## src/rtl/gpio_pkg.sv

```systemverilog
// Shared constants of the port B, C and D general-purpose I/O block
package gpio_pkg;

	// ------------------------------------------------------------------
	// Port widths
	// ------------------------------------------------------------------
	localparam int PORT_B_W = 8;
	localparam int PORT_C_W = 7;
	localparam int PORT_D_W = 8;

	// ------------------------------------------------------------------
	// Register offsets on the plain register port
	// ------------------------------------------------------------------
	localparam logic [7:0] ADDR_B_DATA = 8'h01;
	localparam logic [7:0] ADDR_C_DATA = 8'h02;
	localparam logic [7:0] ADDR_D_DATA = 8'h03;
	localparam logic [7:0] ADDR_B_DIR = 8'h05;
	localparam logic [7:0] ADDR_C_DIR = 8'h06;
	localparam logic [7:0] ADDR_D_DIR = 8'h07;
	localparam logic [7:0] ADDR_C_PUE = 8'h0C;
	localparam logic [7:0] ADDR_D_PUE = 8'h0D;
	localparam logic [7:0] ADDR_PERIPH_CTL = 8'h10;
	localparam logic [7:0] ADDR_TIMER_ELS = 8'h11;

	// ------------------------------------------------------------------
	// Field positions of the peripheral control register
	// ------------------------------------------------------------------
	localparam int CTL_CAN_EN = 0;
	localparam int CTL_SPI_EN = 1;
	localparam int CTL_SPI_MSTR = 2;
	localparam int CTL_MCLK_EN = 3;
	localparam int CTL_W = 4;

	// Pin positions of the shared port C pins
	localparam int CAN_TX_PIN = 0;
	localparam int CAN_RX_PIN = 1;

	// ------------------------------------------------------------------
	// Reset values
	// ------------------------------------------------------------------
	localparam logic [7:0] DIR_RESET = 8'h00;
	localparam logic [7:0] PUE_RESET = 8'h00;
	localparam logic [3:0] CTL_RESET = 4'h0;
	localparam logic [7:0] ELS_RESET = 8'h00;
	localparam logic [7:0] OE_N_RESET = 8'hFF;
	localparam logic [7:0] ZERO_RESET = 8'h00;

endpackage : gpio_pkg

```

## src/rtl/level_sync.sv

```systemverilog
// Two-stage synchroniser for a group of pin levels
`timescale 1ns/1ps
module level_sync #(
	parameter int W = 8
) (
	input wire logic clk,
	input wire logic resetn,
	input wire logic ce,
	input wire logic [W-1:0] async_in,
	output logic [W-1:0] sync_out
);

	// ------------------------------------------------------------------
	// State
	// ------------------------------------------------------------------
	typedef struct packed {
		logic [W-1:0] meta;	// First stage, read only by second
		logic [W-1:0] stable;	// Second stage, safe to use
	} sync_t;

	sync_t st_r;
	sync_t st_nxt;

	// Shift the pin levels through both stages
	always_comb begin
		st_nxt = st_r;
		if (ce) begin
			st_nxt.meta = async_in;
			st_nxt.stable = st_r.meta;
		end
	end

	// Register the stages
	always_ff @(posedge clk or negedge resetn) begin
		if (!resetn) begin
			st_r <= '0;
		end else begin
			st_r <= st_nxt;
		end
	end

	assign sync_out = st_r.stable;

endmodule : level_sync

```

## src/rtl/pin_drive.sv

```systemverilog
// Per-port pin drive selection and readback choice
`timescale 1ns/1ps
module pin_drive #(
	parameter int W = 8
) (
	input wire logic [W-1:0] latch,
	input wire logic [W-1:0] dir,
	input wire logic [W-1:0] own,
	input wire logic [W-1:0] per_out,
	input wire logic [W-1:0] per_oe,
	input wire logic [W-1:0] level,
	output logic [W-1:0] drv_out,
	output logic [W-1:0] drv_oe_n,
	output logic [W-1:0] rd_val
);

	// ------------------------------------------------------------------
	// Drive and readback
	// ------------------------------------------------------------------
	// A peripheral that owns a pin overrides latch and direction
	always_comb begin
		drv_out = (own & per_out) | (~own & latch);
		drv_oe_n = ~((own & per_oe) | (~own & dir));
		// Direction bit picks latch or pin even for owned pins
		rd_val = (dir & latch) | (~dir & level);
	end

endmodule : pin_drive

```

## src/rtl/gpio_ports.sv

```systemverilog
// Port B, C and D general-purpose I/O with peripheral pin sharing
`timescale 1ns/1ps

module gpio_ports (
	input wire logic clk,
	input wire logic resetn,
	input wire logic ce,
	// Register port
	input wire logic [7:0] addr,
	input wire logic [7:0] wr_data,
	input wire logic wr_en,
	input wire logic rd_en,
	output logic [7:0] rd_data,
	// Pins of port B
	input wire logic [7:0] port_b_pin_in,
	output logic [7:0] port_b_pin_out,
	output logic [7:0] port_b_pin_oe_n,
	// Pins of port C
	input wire logic [6:0] port_c_pin_in,
	output logic [6:0] port_c_pin_out,
	output logic [6:0] port_c_pin_oe_n,
	output logic [6:0] port_c_pullup_on,
	output logic [6:0] port_c_pin_level,
	// Pins of port D
	input wire logic [7:0] port_d_pin_in,
	output logic [7:0] port_d_pin_out,
	output logic [7:0] port_d_pin_oe_n,
	output logic [7:0] port_d_pullup_on,
	output logic [7:0] port_d_pin_level,
	// Peripheral side
	input wire logic can_tx_data,
	input wire logic [3:0] timer_out,
	input wire logic [3:0] timer_oe,
	input wire logic [3:0] spi_out,
	input wire logic [3:0] spi_oe,
	input wire logic mclk_in
);

	// ------------------------------------------------------------------
	// State types
	// ------------------------------------------------------------------
	typedef struct packed {
		logic [7:0] dir_b;	// Port B direction
		logic [6:0] dir_c;	// Port C direction
		logic [7:0] dir_d;	// Port D direction
		logic [6:0] pue_c;	// Port C pullup enables
		logic [7:0] pue_d;	// Port D pullup enables
		logic [3:0] ctl;	// Peripheral pin enables
		logic [7:0] els;	// Timer edge/level select pairs
		logic [7:0] rd_data;	// Read answer
		logic [7:0] b_out;	// Registered pin drive, port B
		logic [7:0] b_oe_n;
		logic [6:0] c_out;	// Registered pin drive, port C
		logic [6:0] c_oe_n;
		logic [6:0] c_pu;
		logic [7:0] d_out;	// Registered pin drive, port D
		logic [7:0] d_oe_n;
		logic [7:0] d_pu;
	} state_t;

	// Data latches live apart: reset must not touch them
	typedef struct packed {
		logic [7:0] b;
		logic [6:0] c;
		logic [7:0] d;
	} latch_t;

	state_t st_r;
	state_t st_nxt;
	latch_t lat_r;
	latch_t lat_nxt;

	// ------------------------------------------------------------------
	// Pin synchronisers
	// ------------------------------------------------------------------
	logic [7:0] b_lvl;	// Synchronised port B levels
	logic [6:0] c_lvl;	// Synchronised port C levels
	logic [7:0] d_lvl;	// Synchronised port D levels

	level_sync #(
		.W(gpio_pkg::PORT_B_W + gpio_pkg::PORT_C_W + gpio_pkg::PORT_D_W)
	) u_sync (
		.clk(clk),
		.resetn(resetn),
		.ce(ce),
		.async_in({port_b_pin_in, port_c_pin_in, port_d_pin_in}),
		.sync_out({b_lvl, c_lvl, d_lvl})
	);

	// ------------------------------------------------------------------
	// Pin ownership
	// ------------------------------------------------------------------
	logic can_en;	// CAN owns port C pins 1 and 0
	logic spi_en;	// SPI owns port D pins 3 to 1
	logic spi_slave;	// SPI also owns pin 0 as slave select
	logic mclk_en;	// Clock output on port D pin 0
	logic [6:0] own_c;
	logic [6:0] per_out_c;
	logic [6:0] per_oe_c;
	logic [7:0] own_d;
	logic [7:0] per_out_d;
	logic [7:0] per_oe_d;
	logic [3:0] tim_own;	// One per timer channel, pins 7 to 4

	assign can_en = st_r.ctl[gpio_pkg::CTL_CAN_EN];
	assign spi_en = st_r.ctl[gpio_pkg::CTL_SPI_EN];
	assign spi_slave = spi_en & ~st_r.ctl[gpio_pkg::CTL_SPI_MSTR];
	assign mclk_en = st_r.ctl[gpio_pkg::CTL_MCLK_EN];

	// A channel is live when its edge/level pair is non-zero
	generate
		for (genvar i = 0; i < 4; i++) begin : g_tim
			assign tim_own[i] = |st_r.els[2*i+1:2*i];
		end
	endgenerate

	// Port C: transmit drives pin 0, receive leaves pin 1 as input
	always_comb begin
		own_c = 7'h00;
		per_out_c = 7'h00;
		per_oe_c = 7'h00;
		own_c[gpio_pkg::CAN_TX_PIN] = can_en;
		own_c[gpio_pkg::CAN_RX_PIN] = can_en;
		per_out_c[gpio_pkg::CAN_TX_PIN] = can_tx_data;
		per_oe_c[gpio_pkg::CAN_TX_PIN] = 1'b1;
	end

	// Port D: timers on 7..4, SPI on 3..1, slave select or clock on 0
	always_comb begin
		own_d = {tim_own, {3{spi_en}}, spi_slave | mclk_en};
		per_out_d = {timer_out, spi_out[3:1], 1'b0};
		per_oe_d = {timer_oe, spi_oe[3:1], 1'b0};
		// Slave select wins over the clock output on pin 0
		if (spi_slave) begin
			per_out_d[0] = spi_out[0];
			per_oe_d[0] = spi_oe[0];
		end else if (mclk_en) begin
			per_out_d[0] = mclk_in;
			per_oe_d[0] = 1'b1;
		end
	end

	// ------------------------------------------------------------------
	// Drive selection per port
	// ------------------------------------------------------------------
	logic [7:0] b_drv;
	logic [7:0] b_drv_oe_n;
	logic [7:0] b_rd;
	logic [6:0] c_drv;
	logic [6:0] c_drv_oe_n;
	logic [6:0] c_rd;
	logic [7:0] d_drv;
	logic [7:0] d_drv_oe_n;
	logic [7:0] d_rd;

	pin_drive #(.W(gpio_pkg::PORT_B_W)) u_drv_b (
		.latch(lat_r.b),
		.dir(st_r.dir_b),
		.own(8'h00),
		.per_out(8'h00),
		.per_oe(8'h00),
		.level(b_lvl),
		.drv_out(b_drv),
		.drv_oe_n(b_drv_oe_n),
		.rd_val(b_rd)
	);

	pin_drive #(.W(gpio_pkg::PORT_C_W)) u_drv_c (
		.latch(lat_r.c),
		.dir(st_r.dir_c),
		.own(own_c),
		.per_out(per_out_c),
		.per_oe(per_oe_c),
		.level(c_lvl),
		.drv_out(c_drv),
		.drv_oe_n(c_drv_oe_n),
		.rd_val(c_rd)
	);

	pin_drive #(.W(gpio_pkg::PORT_D_W)) u_drv_d (
		.latch(lat_r.d),
		.dir(st_r.dir_d),
		.own(own_d),
		.per_out(per_out_d),
		.per_oe(per_oe_d),
		.level(d_lvl),
		.drv_out(d_drv),
		.drv_oe_n(d_drv_oe_n),
		.rd_val(d_rd)
	);

	// ------------------------------------------------------------------
	// Next state
	// ------------------------------------------------------------------
	// Register writes, read answer and pin drive
	always_comb begin
		st_nxt = st_r;
		lat_nxt = lat_r;
		if (ce) begin
			// Writes: latches always take the value
			if (wr_en) begin
				unique case (addr)
					gpio_pkg::ADDR_B_DATA: lat_nxt.b = wr_data;
					gpio_pkg::ADDR_C_DATA: lat_nxt.c = wr_data[6:0];
					gpio_pkg::ADDR_D_DATA: lat_nxt.d = wr_data;
					gpio_pkg::ADDR_B_DIR: st_nxt.dir_b = wr_data;
					gpio_pkg::ADDR_C_DIR: st_nxt.dir_c = wr_data[6:0];
					gpio_pkg::ADDR_D_DIR: st_nxt.dir_d = wr_data;
					gpio_pkg::ADDR_C_PUE: st_nxt.pue_c = wr_data[6:0];
					gpio_pkg::ADDR_D_PUE: st_nxt.pue_d = wr_data;
					gpio_pkg::ADDR_PERIPH_CTL: st_nxt.ctl = wr_data[3:0];
					gpio_pkg::ADDR_TIMER_ELS: st_nxt.els = wr_data;
					// Unmapped writes are dropped
					default: st_nxt.els = st_r.els;
				endcase
			end
			// Read answer stands only in the following cycle
			st_nxt.rd_data = gpio_pkg::ZERO_RESET;
			if (rd_en) begin
				unique case (addr)
					gpio_pkg::ADDR_B_DATA: st_nxt.rd_data = b_rd;
					gpio_pkg::ADDR_C_DATA: st_nxt.rd_data = {1'b0, c_rd};
					gpio_pkg::ADDR_D_DATA: st_nxt.rd_data = d_rd;
					gpio_pkg::ADDR_B_DIR: st_nxt.rd_data = st_r.dir_b;
					gpio_pkg::ADDR_C_DIR: st_nxt.rd_data = {1'b0, st_r.dir_c};
					gpio_pkg::ADDR_D_DIR: st_nxt.rd_data = st_r.dir_d;
					gpio_pkg::ADDR_C_PUE: st_nxt.rd_data = {1'b0, st_r.pue_c};
					gpio_pkg::ADDR_D_PUE: st_nxt.rd_data = st_r.pue_d;
					gpio_pkg::ADDR_PERIPH_CTL: st_nxt.rd_data = {4'h0, st_r.ctl};
					gpio_pkg::ADDR_TIMER_ELS: st_nxt.rd_data = st_r.els;
					// Unmapped reads answer zero
					default: st_nxt.rd_data = gpio_pkg::ZERO_RESET;
				endcase
			end
			// Pin drive registered so every output leaves a flop
			st_nxt.b_out = b_drv;
			st_nxt.b_oe_n = b_drv_oe_n;
			st_nxt.c_out = c_drv;
			st_nxt.c_oe_n = c_drv_oe_n;
			st_nxt.d_out = d_drv;
			st_nxt.d_oe_n = d_drv_oe_n;
			// Pullups only on input-configured pins
			st_nxt.c_pu = st_r.pue_c & ~st_r.dir_c;
			st_nxt.d_pu = st_r.pue_d & ~st_r.dir_d;
		end
	end

	// ------------------------------------------------------------------
	// Registers
	// ------------------------------------------------------------------
	// Control state with reset: directions cleared, pins released
	always_ff @(posedge clk or negedge resetn) begin
		if (!resetn) begin
			st_r.dir_b <= gpio_pkg::DIR_RESET;
			st_r.dir_c <= gpio_pkg::DIR_RESET[6:0];
			st_r.dir_d <= gpio_pkg::DIR_RESET;
			st_r.pue_c <= gpio_pkg::PUE_RESET[6:0];
			st_r.pue_d <= gpio_pkg::PUE_RESET;
			st_r.ctl <= gpio_pkg::CTL_RESET;
			st_r.els <= gpio_pkg::ELS_RESET;
			st_r.rd_data <= gpio_pkg::ZERO_RESET;
			st_r.b_out <= gpio_pkg::ZERO_RESET;
			st_r.b_oe_n <= gpio_pkg::OE_N_RESET;
			st_r.c_out <= gpio_pkg::ZERO_RESET[6:0];
			st_r.c_oe_n <= gpio_pkg::OE_N_RESET[6:0];
			st_r.c_pu <= gpio_pkg::ZERO_RESET[6:0];
			st_r.d_out <= gpio_pkg::ZERO_RESET;
			st_r.d_oe_n <= gpio_pkg::OE_N_RESET;
			st_r.d_pu <= gpio_pkg::ZERO_RESET;
		end else begin
			st_r <= st_nxt;
		end
	end

	// Data latches keep their content through reset
	always_ff @(posedge clk) begin
		lat_r <= lat_nxt;
	end

	// ------------------------------------------------------------------
	// Outputs
	// ------------------------------------------------------------------
	assign rd_data = st_r.rd_data;
	assign port_b_pin_out = st_r.b_out;
	assign port_b_pin_oe_n = st_r.b_oe_n;
	assign port_c_pin_out = st_r.c_out;
	assign port_c_pin_oe_n = st_r.c_oe_n;
	assign port_c_pullup_on = st_r.c_pu;
	assign port_c_pin_level = c_lvl;
	assign port_d_pin_out = st_r.d_out;
	assign port_d_pin_oe_n = st_r.d_oe_n;
	assign port_d_pullup_on = st_r.d_pu;
	assign port_d_pin_level = d_lvl;
endmodule : gpio_ports

```

## config.mk

```make
export PLATFORM = sky130hd
export DESIGN_NAME = gpio_ports
export DESIGN_NICKNAME = d
export VERILOG_FILES = /design/src/rtl/gpio_pkg.sv /design/src/rtl/level_sync.sv /design/src/rtl/pin_drive.sv /design/src/rtl/gpio_ports.sv
export SDC_FILE = /design/constraint.sdc
export NUM_CORES = 1
export LEC_CHECK = 0
export BUFFER_PORTS_ARGS = -buffer_cell sky130_fd_sc_hd__clkbuf_2
export CAP_MARGIN = 10
export CORE_ASPECT_RATIO = 0.8
export CORE_MARGIN = 3
export CORE_UTILIZATION = 31
export DETAILED_ROUTE_END_ITERATION = 8
export GPL_TIMING_DRIVEN = 0
export PLACE_DENSITY_LB_ADDON = 0.08
export SETUP_SLACK_MARGIN = 0.1
export SLEW_MARGIN = 40
export SYNTH_ARGS = -nofsm -noshare
export SYNTH_HDL_FRONTEND = slang
export SYNTH_SLANG_ARGS = --single-unit
```

## constraint.sdc

```tcl
create_clock -name clk -period 2.7 [get_ports clk]
set_clock_uncertainty 0.05 [all_clocks]
set_input_delay 0.54 -clock clk [delete_from_list [all_inputs] [get_ports clk]]
set_output_delay 0.54 -clock clk [all_outputs]
set_load 0.05 [all_outputs]
```

Word-level counts from Yosys, hierarchy flattened

Index checks and enable logic that the tools add are counted.
Widths: inputs -> output; s select.

Multiplexer cells: 6
Reductions and logical operators: 14
Bitwise gates (word level): 32
Eq/ne operators: 10

Operators with widths:

| operator           | number |
|---|---|
| $pmux 8 s10        | 1 |
| $and 8x8->8        | 9 |
| $and 7x7->7        | 5 |
| $not 8->8          | 4 |
| $or 8x8->8         | 4 |
| $reduce_and 3->1   | 10 |
| $eq 8x3->1 const B | 3 |
| $eq 8x2->1 const B | 2 |
| $eq 8x4->1 const B | 2 |
| $eq 8x5->1 const B | 2 |
| $not 7->7          | 2 |
| $or 7x7->7         | 2 |
| $eq 8x1->1 const B | 1 |
| $mux 8             | 1 |
| $reduce_or 2->1    | 4 |
| $not 2->7          | 1 |
| $or 1x7->7         | 1 |
| $mux 1             | 4 |
| $and 2x1->2        | 1 |
| $and 1x1->1        | 1 |
| $not 1->1          | 1 |
| $or 1x1->1         | 1 |

Word-level logic and storage cells: 83
Register bits after elaboration: 188
Bits of input ports: 62
Output and inout port bits: 84

Logic depth before layout (Yosys ltp)

Gate-level depths: netlist of the first run.

Depth after elaboration: 7
Gate-level depth with buffers: 8

Modules after synthesis

A second synthesis of the first run with hierarchy kept.

Cell total of the unflattened synthesis: 718
Area, all modules: 9,665.5 µm²

By module, submodules not included:

| module                  | sequential area each (µm²) | cells an instance | area an instance (µm²) | instances |
|---|---|---|---|---|
| gpio_ports              | 3,697.3                    | 529               | 6,661.4                | 1 |
| level_sync              | 1,151.1                    | 120               | 2,083.2                | 1 |
| pin_drive (u_drv_b ...) | 0.0                        | 24                | 320.3                  | 2 |
| pin_drive (u_drv_c)     | 0.0                        | 21                | 280.3                  | 1 |

Worst setup path before layout of the first run

Ideal clock, no wire load.

Path type: input-to-reg
From: in addr[5]
To: reg lat_r[0] (netlist bit) (enable)
Required time: 2.267 ns
Stages: 6
Slack: 0.191 ns
Path buffers: 2
Library setup time: 0.383 ns
Arrival time: 2.076 ns
Cells stage by stage: or3_1 > buf_2 > clkbuf_1 > nor2_1 > nand2_1 > nor3_1

Longest elaborated chain between the ends: 2

Ends and longest elaborated chain:

| item                              | RTL line          | RTL |
|---|---|---|
| start: declaration                | gpio_ports.sv:9   | `input wire logic [7:0] addr,` |
| $eq 8x2->1                        | gpio_ports.sv:202 | `unique case (addr)` |
| $reduce_and 3->1 (no source line) | --                |  |
| end signal: assignment            | gpio_ports.sv:277 | `lat_r <= lat_nxt;` |
| end: declaration                  | gpio_ports.sv:70  | `latch_t lat_r;` |

No other way between the ends.
A chain may end at the register's enable or synchronous reset.

Worst setup path in the final report of the first run

From: in addr[1]
To: reg, netlist name rd_data[3]

Longest elaborated chain between the ends: 3
Elaborated cells on any way between the ends: 12

Ends and longest elaborated chain:

| item                               | RTL line          | RTL |
|---|---|---|
| $eq 8x5->1 (tied with other cells) | gpio_ports.sv:220 | `unique case (addr)` |
| $pmux 8 s10 (*)                    | gpio_ports.sv:220 |  |
| $mux 8 (*)                         | gpio_ports.sv:219 | `if (rd_en) begin` |

Mark *: on every way between the ends. The rest lies on a longest branch, timed or not.

==> results of run 1 <==
[registers in the layout, summed over array words and instances (netlist names), 8 cells and up]
register          count
st_r                 47
rd_data               8
lat_r                23
u_sync.sync_out      23
u_sync.st_r          23
port_d_pin_oe_n       8
port_d_pullup_on      8
port_d_pin_out        8
port_b_pin_out        8
port_b_pin_oe_n       8
[power groups by stage]
| stage | Clock (mW) | Sequential (mW) | Combinational [mW] |
|---|---|---|---|
| 3_5_place_dp | 0 | 3.20 | 0.988 |
| 6_report | 2.52 | 3.14 | 0.977 |
| 2_1_floorplan | 0 | 3.14 | 0.679 |
| 5_1_grt | 2.71 | 3.16 | 1.05 |
| 4_1_cts | 2.59 | 3.14 | 0.992 |
| 3_3_place_gp | 0 | 3.19 | 0.968 |
[Yosys cell counts, drive strengths merged]
| library cell | count | area share, % |
|---|---|---|
| a2111oi | 6 | 0.59 |
| a211oi | 1 | 0.085 |
| a21oi | 11 | 0.62 |
| a221o | 1 | 0.11 |
| a22oi | 8 | 0.68 |
| a311oi | 1 | 0.099 |
| a31o | 1 | 0.099 |
| a31oi | 2 | 0.14 |
| a32o | 1 | 0.11 |
| and2 | 1 | 0.071 |
| and3 | 2 | 0.14 |
| buf | 92 | 7.7 |
| clkbuf | 26 | 1.1 |
| dfrtp | 142 | 40 |
| dfstp | 23 | 6.8 |
| edfxtp | 23 | 7.8 |
| inv | 39 | 1.7 |
| mux2 | 130 | 17 |
| mux2i | 58 | 6.6 |
| nand2 | 9 | 0.38 |
| nand2b | 5 | 0.35 |
| nand3 | 1 | 0.056 |
| nand3b | 18 | 1.5 |
| nor2 | 31 | 1.3 |
| nor2b | 4 | 0.28 |
| nor3 | 11 | 0.73 |
| nor3b | 1 | 0.14 |
| nor4 | 1 | 0.14 |
| o211ai | 1 | 0.085 |
| o21a | 4 | 0.34 |
| o21ai | 19 | 1.1 |
| o22a | 1 | 0.099 |
| o22ai | 15 | 1.1 |
| o32a | 2 | 0.23 |
| or3 | 5 | 0.41 |
| or4 | 2 | 0.17 |
[cell type report]
cell class / instances / area, µm²
well taps: 364 / 455.4
clock inverters: 13 / 140.1
flip-flops and latches: 188 / 4848
repair buffers: 148 / 797.0
plain buffers: 118 / 788.3
fillers: 2742 / 16960
multi-input cells: 353 / 3119
clock buffers: 19 / 442.9
inverters: 39 / 146.4
[logic make-up (layout without fill, tap and decap cells)]
family                 count (synthesis)  count (layout)
DFF                                  188             188
AOI/OAI and AO/OA                     74              74
muxes                                188             188
and+or+nand+nor                       91              91
buffers and inverters                157             337
[worst max-delay path by stage]
stage	from	depth (start not counted)	endpoint	slack (ns)
after floorplan	addr[5]	6	lat_r[0]	0.19
after detailed placement	addr[1]	8	rd_data[3]	-0.53
after global placement	resetn	1	port_c_pullup_on[6]	-2.10
after global routing	addr[1]	8	rd_data[3]	0.09
final	addr[1]	8	rd_data[3]	0.26
after CTS	addr[1]	8	rd_data[3]	0.08
[per-layer routing]
metal	share of wire [%]	vias to the layer above
met5	0	-
met4	1.3	0
met3	4.2	19
met2	45	155
met1	49	3036
li1	-	2705
[what timing repair did]
item                                    CTS  global route
hold endpoints to repair                  0             0
hold buffers                              0             0
endpoints found under the setup margin    3            14
resized for setup                         4             4
[per-stage QoR]
step | cell area, µm² | setup slack (ns) | instances | utilization (%)
finish | 10740 | 0.2594 | 1242 | 38.76
global route | 10740 | 0.09036 | 1242 | 38.76
CTS | 10720 | 0.08237 | 1242 | 38.71
detailed placement | 10130 | -0.5328 | 1210 | 36.59
global placement | 10030 | -2.104 | 1205 | 36.22
floorplan | 8861 | 0.1908 | 698 | -
==> metrics.cfg, run 1 <==
[power]
p_sw_mw = 1.856
internal-power_mw = 4.779
power_mw = 6.635
power_frac_clock_pct = 38.0
p_sw_share_pct = 27.97
power.leakage_nw = 4.986
p_per_area_mw_per_mm2 = 617.9
pwr-share-comb_pct = 14.7
ir_worst_vdd_uv = 424.4
seq_power_share_pct = 47.3

[clock_tree]
clk_latency_ns = 0.44
cts_tree = yes
postCtsSetupBuffers = 0
clock-sinks = 188
clkTransAtPathRegs_ns = 0.07
htreeDepth = 4
cts_inserted_buffers = 17
clockBufferDepth = 2
cts_root_buf = clkbuf_16

[synthesis]
post_synth_instance_area_mm2 = 0.008861
yosys.area_share.simple_pct = 5.719
synthAdderAreaFrac_pct = 0
muxShareOfSynthArea_pct = 23.71
synth_nets = 760
synth_top_family_by_area = multiplexers
synth_seq_area_share_pct = 54.72
synth_compound_area_share_pct = 5.422
ys_seq_elements = 188
synth_xor_area_share_pct = 0
synth_cell_types = 43
yosys_warnings = 0
syn-instance-count = 698
syn_avg_cell_area_um2 = 12.69

[worst_setup_path]
critPathSlowestCell = a2111oi_1
cp-start-kind = input pin
crit_chain = clkbuf_2 -> clkbuf_1 -> nand2b_1 -> clkbuf_1 -> o22ai_1 -> o21a_1 -> a2111oi_1 -> o22ai_1
rr_worst_depth = 5
cp.arrival_ns = 2.68
crit_buf_inv = 3
critical_path_required_ns = 2.93
worst-path-max-fanout = 10
cp-end-kind = flop
regToRegSetupSlack_ns = 0.59
timing.rr.start = st_r[107]
critical-path-top-delay-family = compound AO/OA/AOI/OAI gates
rr_endpoint = rd_data[3]
critPathKind = input pin to flop
critPathMaxStageDelay_ns = 0.59

[die]
die_area_mm2 = 0.03066
rows = 54
initial_core_util_pct = 31.99
core_mm2 = 0.02770
die_x_um = 195.0
io_pins = 146
die_h_um = 157.2

[timing]
tns_ns = 0
timing.final.hold_violations = 1
rsz0062_at_grt = yes
tightest_slew_ns = 0.8274
slew_viol_final = 0
hold_ws_ns = -0.004139
fmax_ghz = 0.4097
fin_crit_sh_pct = 90.39
setup_violations = 0
finalCriticalPeriod_ns = 2.441
relSlewSlack_pct = 44.84

[routing]
vias = 5915
wl_um = 26880
wl_per_cell_um = 21.64
antenna_left = 0
drtIter0Drc = 322
via_per_inst = 4.762
firstDrtPassIters = 4
route.detailed.drc = 0

[global_route]
met3_usage_pct = 3.338
grt-ovfl-total = 0
grt.busiest_layer = met2
grt_util_all_layers_pct = 17.80
grt_max_degree = 66
grtUsageMet2_pct = 27.16
first_global_vias = 6293
antenna_found_initial = 0
grt_pass1_wl_um = 40490
met1_usage_pct = 26.29

[finish]
final_common_cell = clkbuf_2
nNetsFinal = 927
diodes = 0
final_cell_mix = clkbuf_2, dfrtp_1, mux2_2
syn_to_final_growth_pct = 21.18
drive_gt1_share_pct = 47.27

[placement]
io_buffers = 143
gp_congestion = 0.8399
dp_hpwl_um = 20030

[run_status]
violations = hold timing
status = finished with violations

[flow_run]
cap_violations = 0

[worst_hold_path]
hold_class = input pin to asynchronous set/reset pin

No activity file was read; power rests on OpenSTA's default activity.
==> run 2: changes to the inputs <==
--- a/config.mk
+++ b/config.mk
@@ -8,13 +8,12 @@
 export BUFFER_PORTS_ARGS = -buffer_cell sky130_fd_sc_hd__clkbuf_2
 export CAP_MARGIN = 10
 export CORE_ASPECT_RATIO = 0.8
-export CORE_MARGIN = 3
 export CORE_UTILIZATION = 31
 export DETAILED_ROUTE_END_ITERATION = 8
 export GPL_TIMING_DRIVEN = 0
 export PLACE_DENSITY_LB_ADDON = 0.08
 export SETUP_SLACK_MARGIN = 0.1
-export SLEW_MARGIN = 40
+export SLEW_MARGIN = 20
 export SYNTH_ARGS = -nofsm -noshare
 export SYNTH_HDL_FRONTEND = slang
 export SYNTH_SLANG_ARGS = --single-unit
==> constraint.sdc (replaced) <==
create_clock -name clk -period 2.7 [get_ports clk]
set_clock_uncertainty 0.05 [all_clocks]
set_input_delay 0.675 -clock clk [delete_from_list [all_inputs] [get_ports clk]]
set_output_delay 0.675 -clock clk [all_outputs]
set_load 0.05 [all_outputs]
==> run 2 against run 1 <==
Compared with the run above: the run now ends clean; sequential cell count unchanged; non-clock buffer count unchanged; largest cell class unchanged; largest power group unchanged; register-to-register slack better by 0.03 ns; die area down 4.5%; critical endpoint is now lat_r[4].
==> metrics.cfg, run 2 (synthesis gave the netlist of run 1 again) <==
[global_route]
grt_pass1_wl_um = 39760  ; -1.8%
grt_max_degree = 70  ; +6.1%
grt_util_all_layers_pct = 18.64  ; +0.84 points
grt-ovfl-total = 0  ; unchanged
antenna_found_initial = 2  ; +2
first_global_vias = 6268  ; -0.40%

[routing]
drtIter0Drc = 375  ; +16%
wl_per_cell_um = 20.97  ; -3.1%
route.detailed.drc = 0  ; unchanged
firstDrtPassIters = 4  ; unchanged
wl_um = 26070  ; -3.0%
vias = 5828  ; -1.5%
via_per_inst = 4.689  ; -1.6%
antenna_left = 0  ; unchanged

[placement]
gp_congestion = 0.8592  ; +2.3%
io_buffers = 143  ; unchanged
dp_hpwl_um = 19290  ; -3.7%

[worst_setup_path]
critPathMaxStageDelay_ns = 0.59  ; about the same
critPathKind = input pin to flop
cp-end-kind = flop
worst-path-max-fanout = 10  ; unchanged
critical_path_required_ns = 2.79  ; -0.14 ns
cp-start-kind = input pin
crit_chain = clkbuf_2 -> or3_1 -> buf_2 -> clkbuf_1 -> nor2_1 -> nand2_1 -> nor3_2 -> buf_6
critPathSlowestCell = nor3_2
cp.arrival_ns = 2.64  ; -0.04 ns

[power]
power_mw = 6.719  ; +1.3%
p_per_area_mw_per_mm2 = 623.3  ; +0.87%
ir_worst_vdd_uv = 385.3  ; -9.2%
power.leakage_nw = 4.978  ; -0.17%

[worst_hold_path]
hold_class = input pin to asynchronous set/reset pin

[die]
die_h_um = 153.2  ; -2.5%
io_pins = 146  ; unchanged
core_mm2 = 0.02770  ; unchanged
die_x_um = 191.0  ; -2.1%
rows = 54  ; unchanged
initial_core_util_pct = 31.99  ; unchanged
die_area_mm2 = 0.02927  ; -4.5%

[clock_tree]
cts_root_buf = clkbuf_16
clkTransAtPathRegs_ns = 0.07  ; about the same
postCtsSetupBuffers = 0  ; unchanged
clockBufferDepth = 2  ; unchanged
clock-sinks = 188  ; unchanged
cts_inserted_buffers = 17  ; unchanged
htreeDepth = 4  ; unchanged
cts_hold_buffers = 0  ; unchanged
clk_latency_ns = 0.43  ; about the same
cts_tree = yes
cts-resized-gates = 4  ; unchanged

[timing]
relSlewSlack_pct = 32.08  ; -13 points
setup_violations = 0  ; unchanged
fin_crit_sh_pct = 94.48  ; +4.1 points
finalCriticalPeriod_ns = 2.551  ; +0.1104 ns
fmax_ghz = 0.3920  ; -4.3%
hold_ws_ns = 0.1182  ; +0.1224 ns
rsz0062_at_grt = yes
slew_viol_final = 0  ; unchanged
tightest_slew_ns = 1.019  ; +0.1914 ns
timing.final.hold_violations = 0  ; -1

[finish]
max_flop_register = st_r
final_cell_mix = clkbuf_2, dfrtp_1, mux2_2
fillCellCount = 2718  ; -0.88%
nNetsFinal = 927  ; unchanged
drive_gt1_share_pct = 46.58  ; -0.68 points
largest_reg_flops = 47  ; unchanged
syn_to_final_growth_pct = 21.66
final_common_cell = clkbuf_2

[flow_run]
cap_violations = 0  ; unchanged

[run_status]
status = finished, final reports clean

==> run 2: stage by stage <==
step	area (µm²)	cells	util, %	worst slack, ns	TNS (ns)
4_1_cts	10770	1242	38.88	0.1469	0
3_5_place_dp	10140	1210	36.61	-0.6154	-17.04
2_1_floorplan	8861	698	-	0.05579	0
3_3_place_gp	10030	1205	36.22	-2.189	-367.42
5_1_grt	10780	1242	38.91	0.04991	0
6_report	10780	1243	38.92	0.1489	0
==> run 2: final timing paths <==
path | startpoint | end | slack (ns) | cells past startpoint
worst max-delay path | addr[5] | lat_r[4] | 0.15 | 8
worst min register to register | port_c_pin_oe_n[4] | port_c_pin_oe_n[4] | 0.42 | 2
worst max register to register | st_r[107] | rd_data[3] | 0.62 | 5
max in group asynchronous | resetn | port_d_pin_oe_n[4] | 1.75 | 2
min in group clk | port_d_pin_in[6] | u_sync.st_r[29] | 0.42 | 2
worst min-delay path | resetn | u_sync.st_r[32] | 0.12 | 1
==> run 2: report_power, final <==
| group | leakage [nW] | switching [mW] | internal (mW) |
|---|---|---|---|
| logic | 2.42 | 0.605 | 0.366 |
| registers | 2.27 | 0.119 | 3.02 |
| clock network | 0.291 | 1.14 | 1.47 |
| total | 4.98 | 1.87 | 4.85 |
==> run 2: area by class of cell <==
cell class | instances | area (µm²) | share of cell area, %
inverters | 39 | 146.4 | 1.358
well taps | 364 | 455.4 | 4.225
diodes | 1 | 2.502 | 0.02321
clock inverters | 8 | 65.06 | 0.6035
flip-flops and latches | 188 | 4848 | 44.97
plain buffers | 118 | 782.0 | 7.254
clock buffers | 24 | 558.0 | 5.176
multi-input cells | 353 | 3113 | 28.88
repair buffers | 148 | 809.5 | 7.509
==> run 2: worst max-delay path: cells and delay by family <==
family / cells / cell delay (ns)
and+or+nand+nor: 4 / 1.24
buffers and inverters: 4 / 0.74
==> run 2: routing by layer <==
metal	part of all wire, %	routed length [µm]	track usage (%)	vias up
li1	-	-	-	2718
met4	1.1	286	5.333	0
met1	50	13130	27.26	2964
met2	44	11460	27.74	135
met5	0	0	0	-
met3	4.6	1192	3.605	11
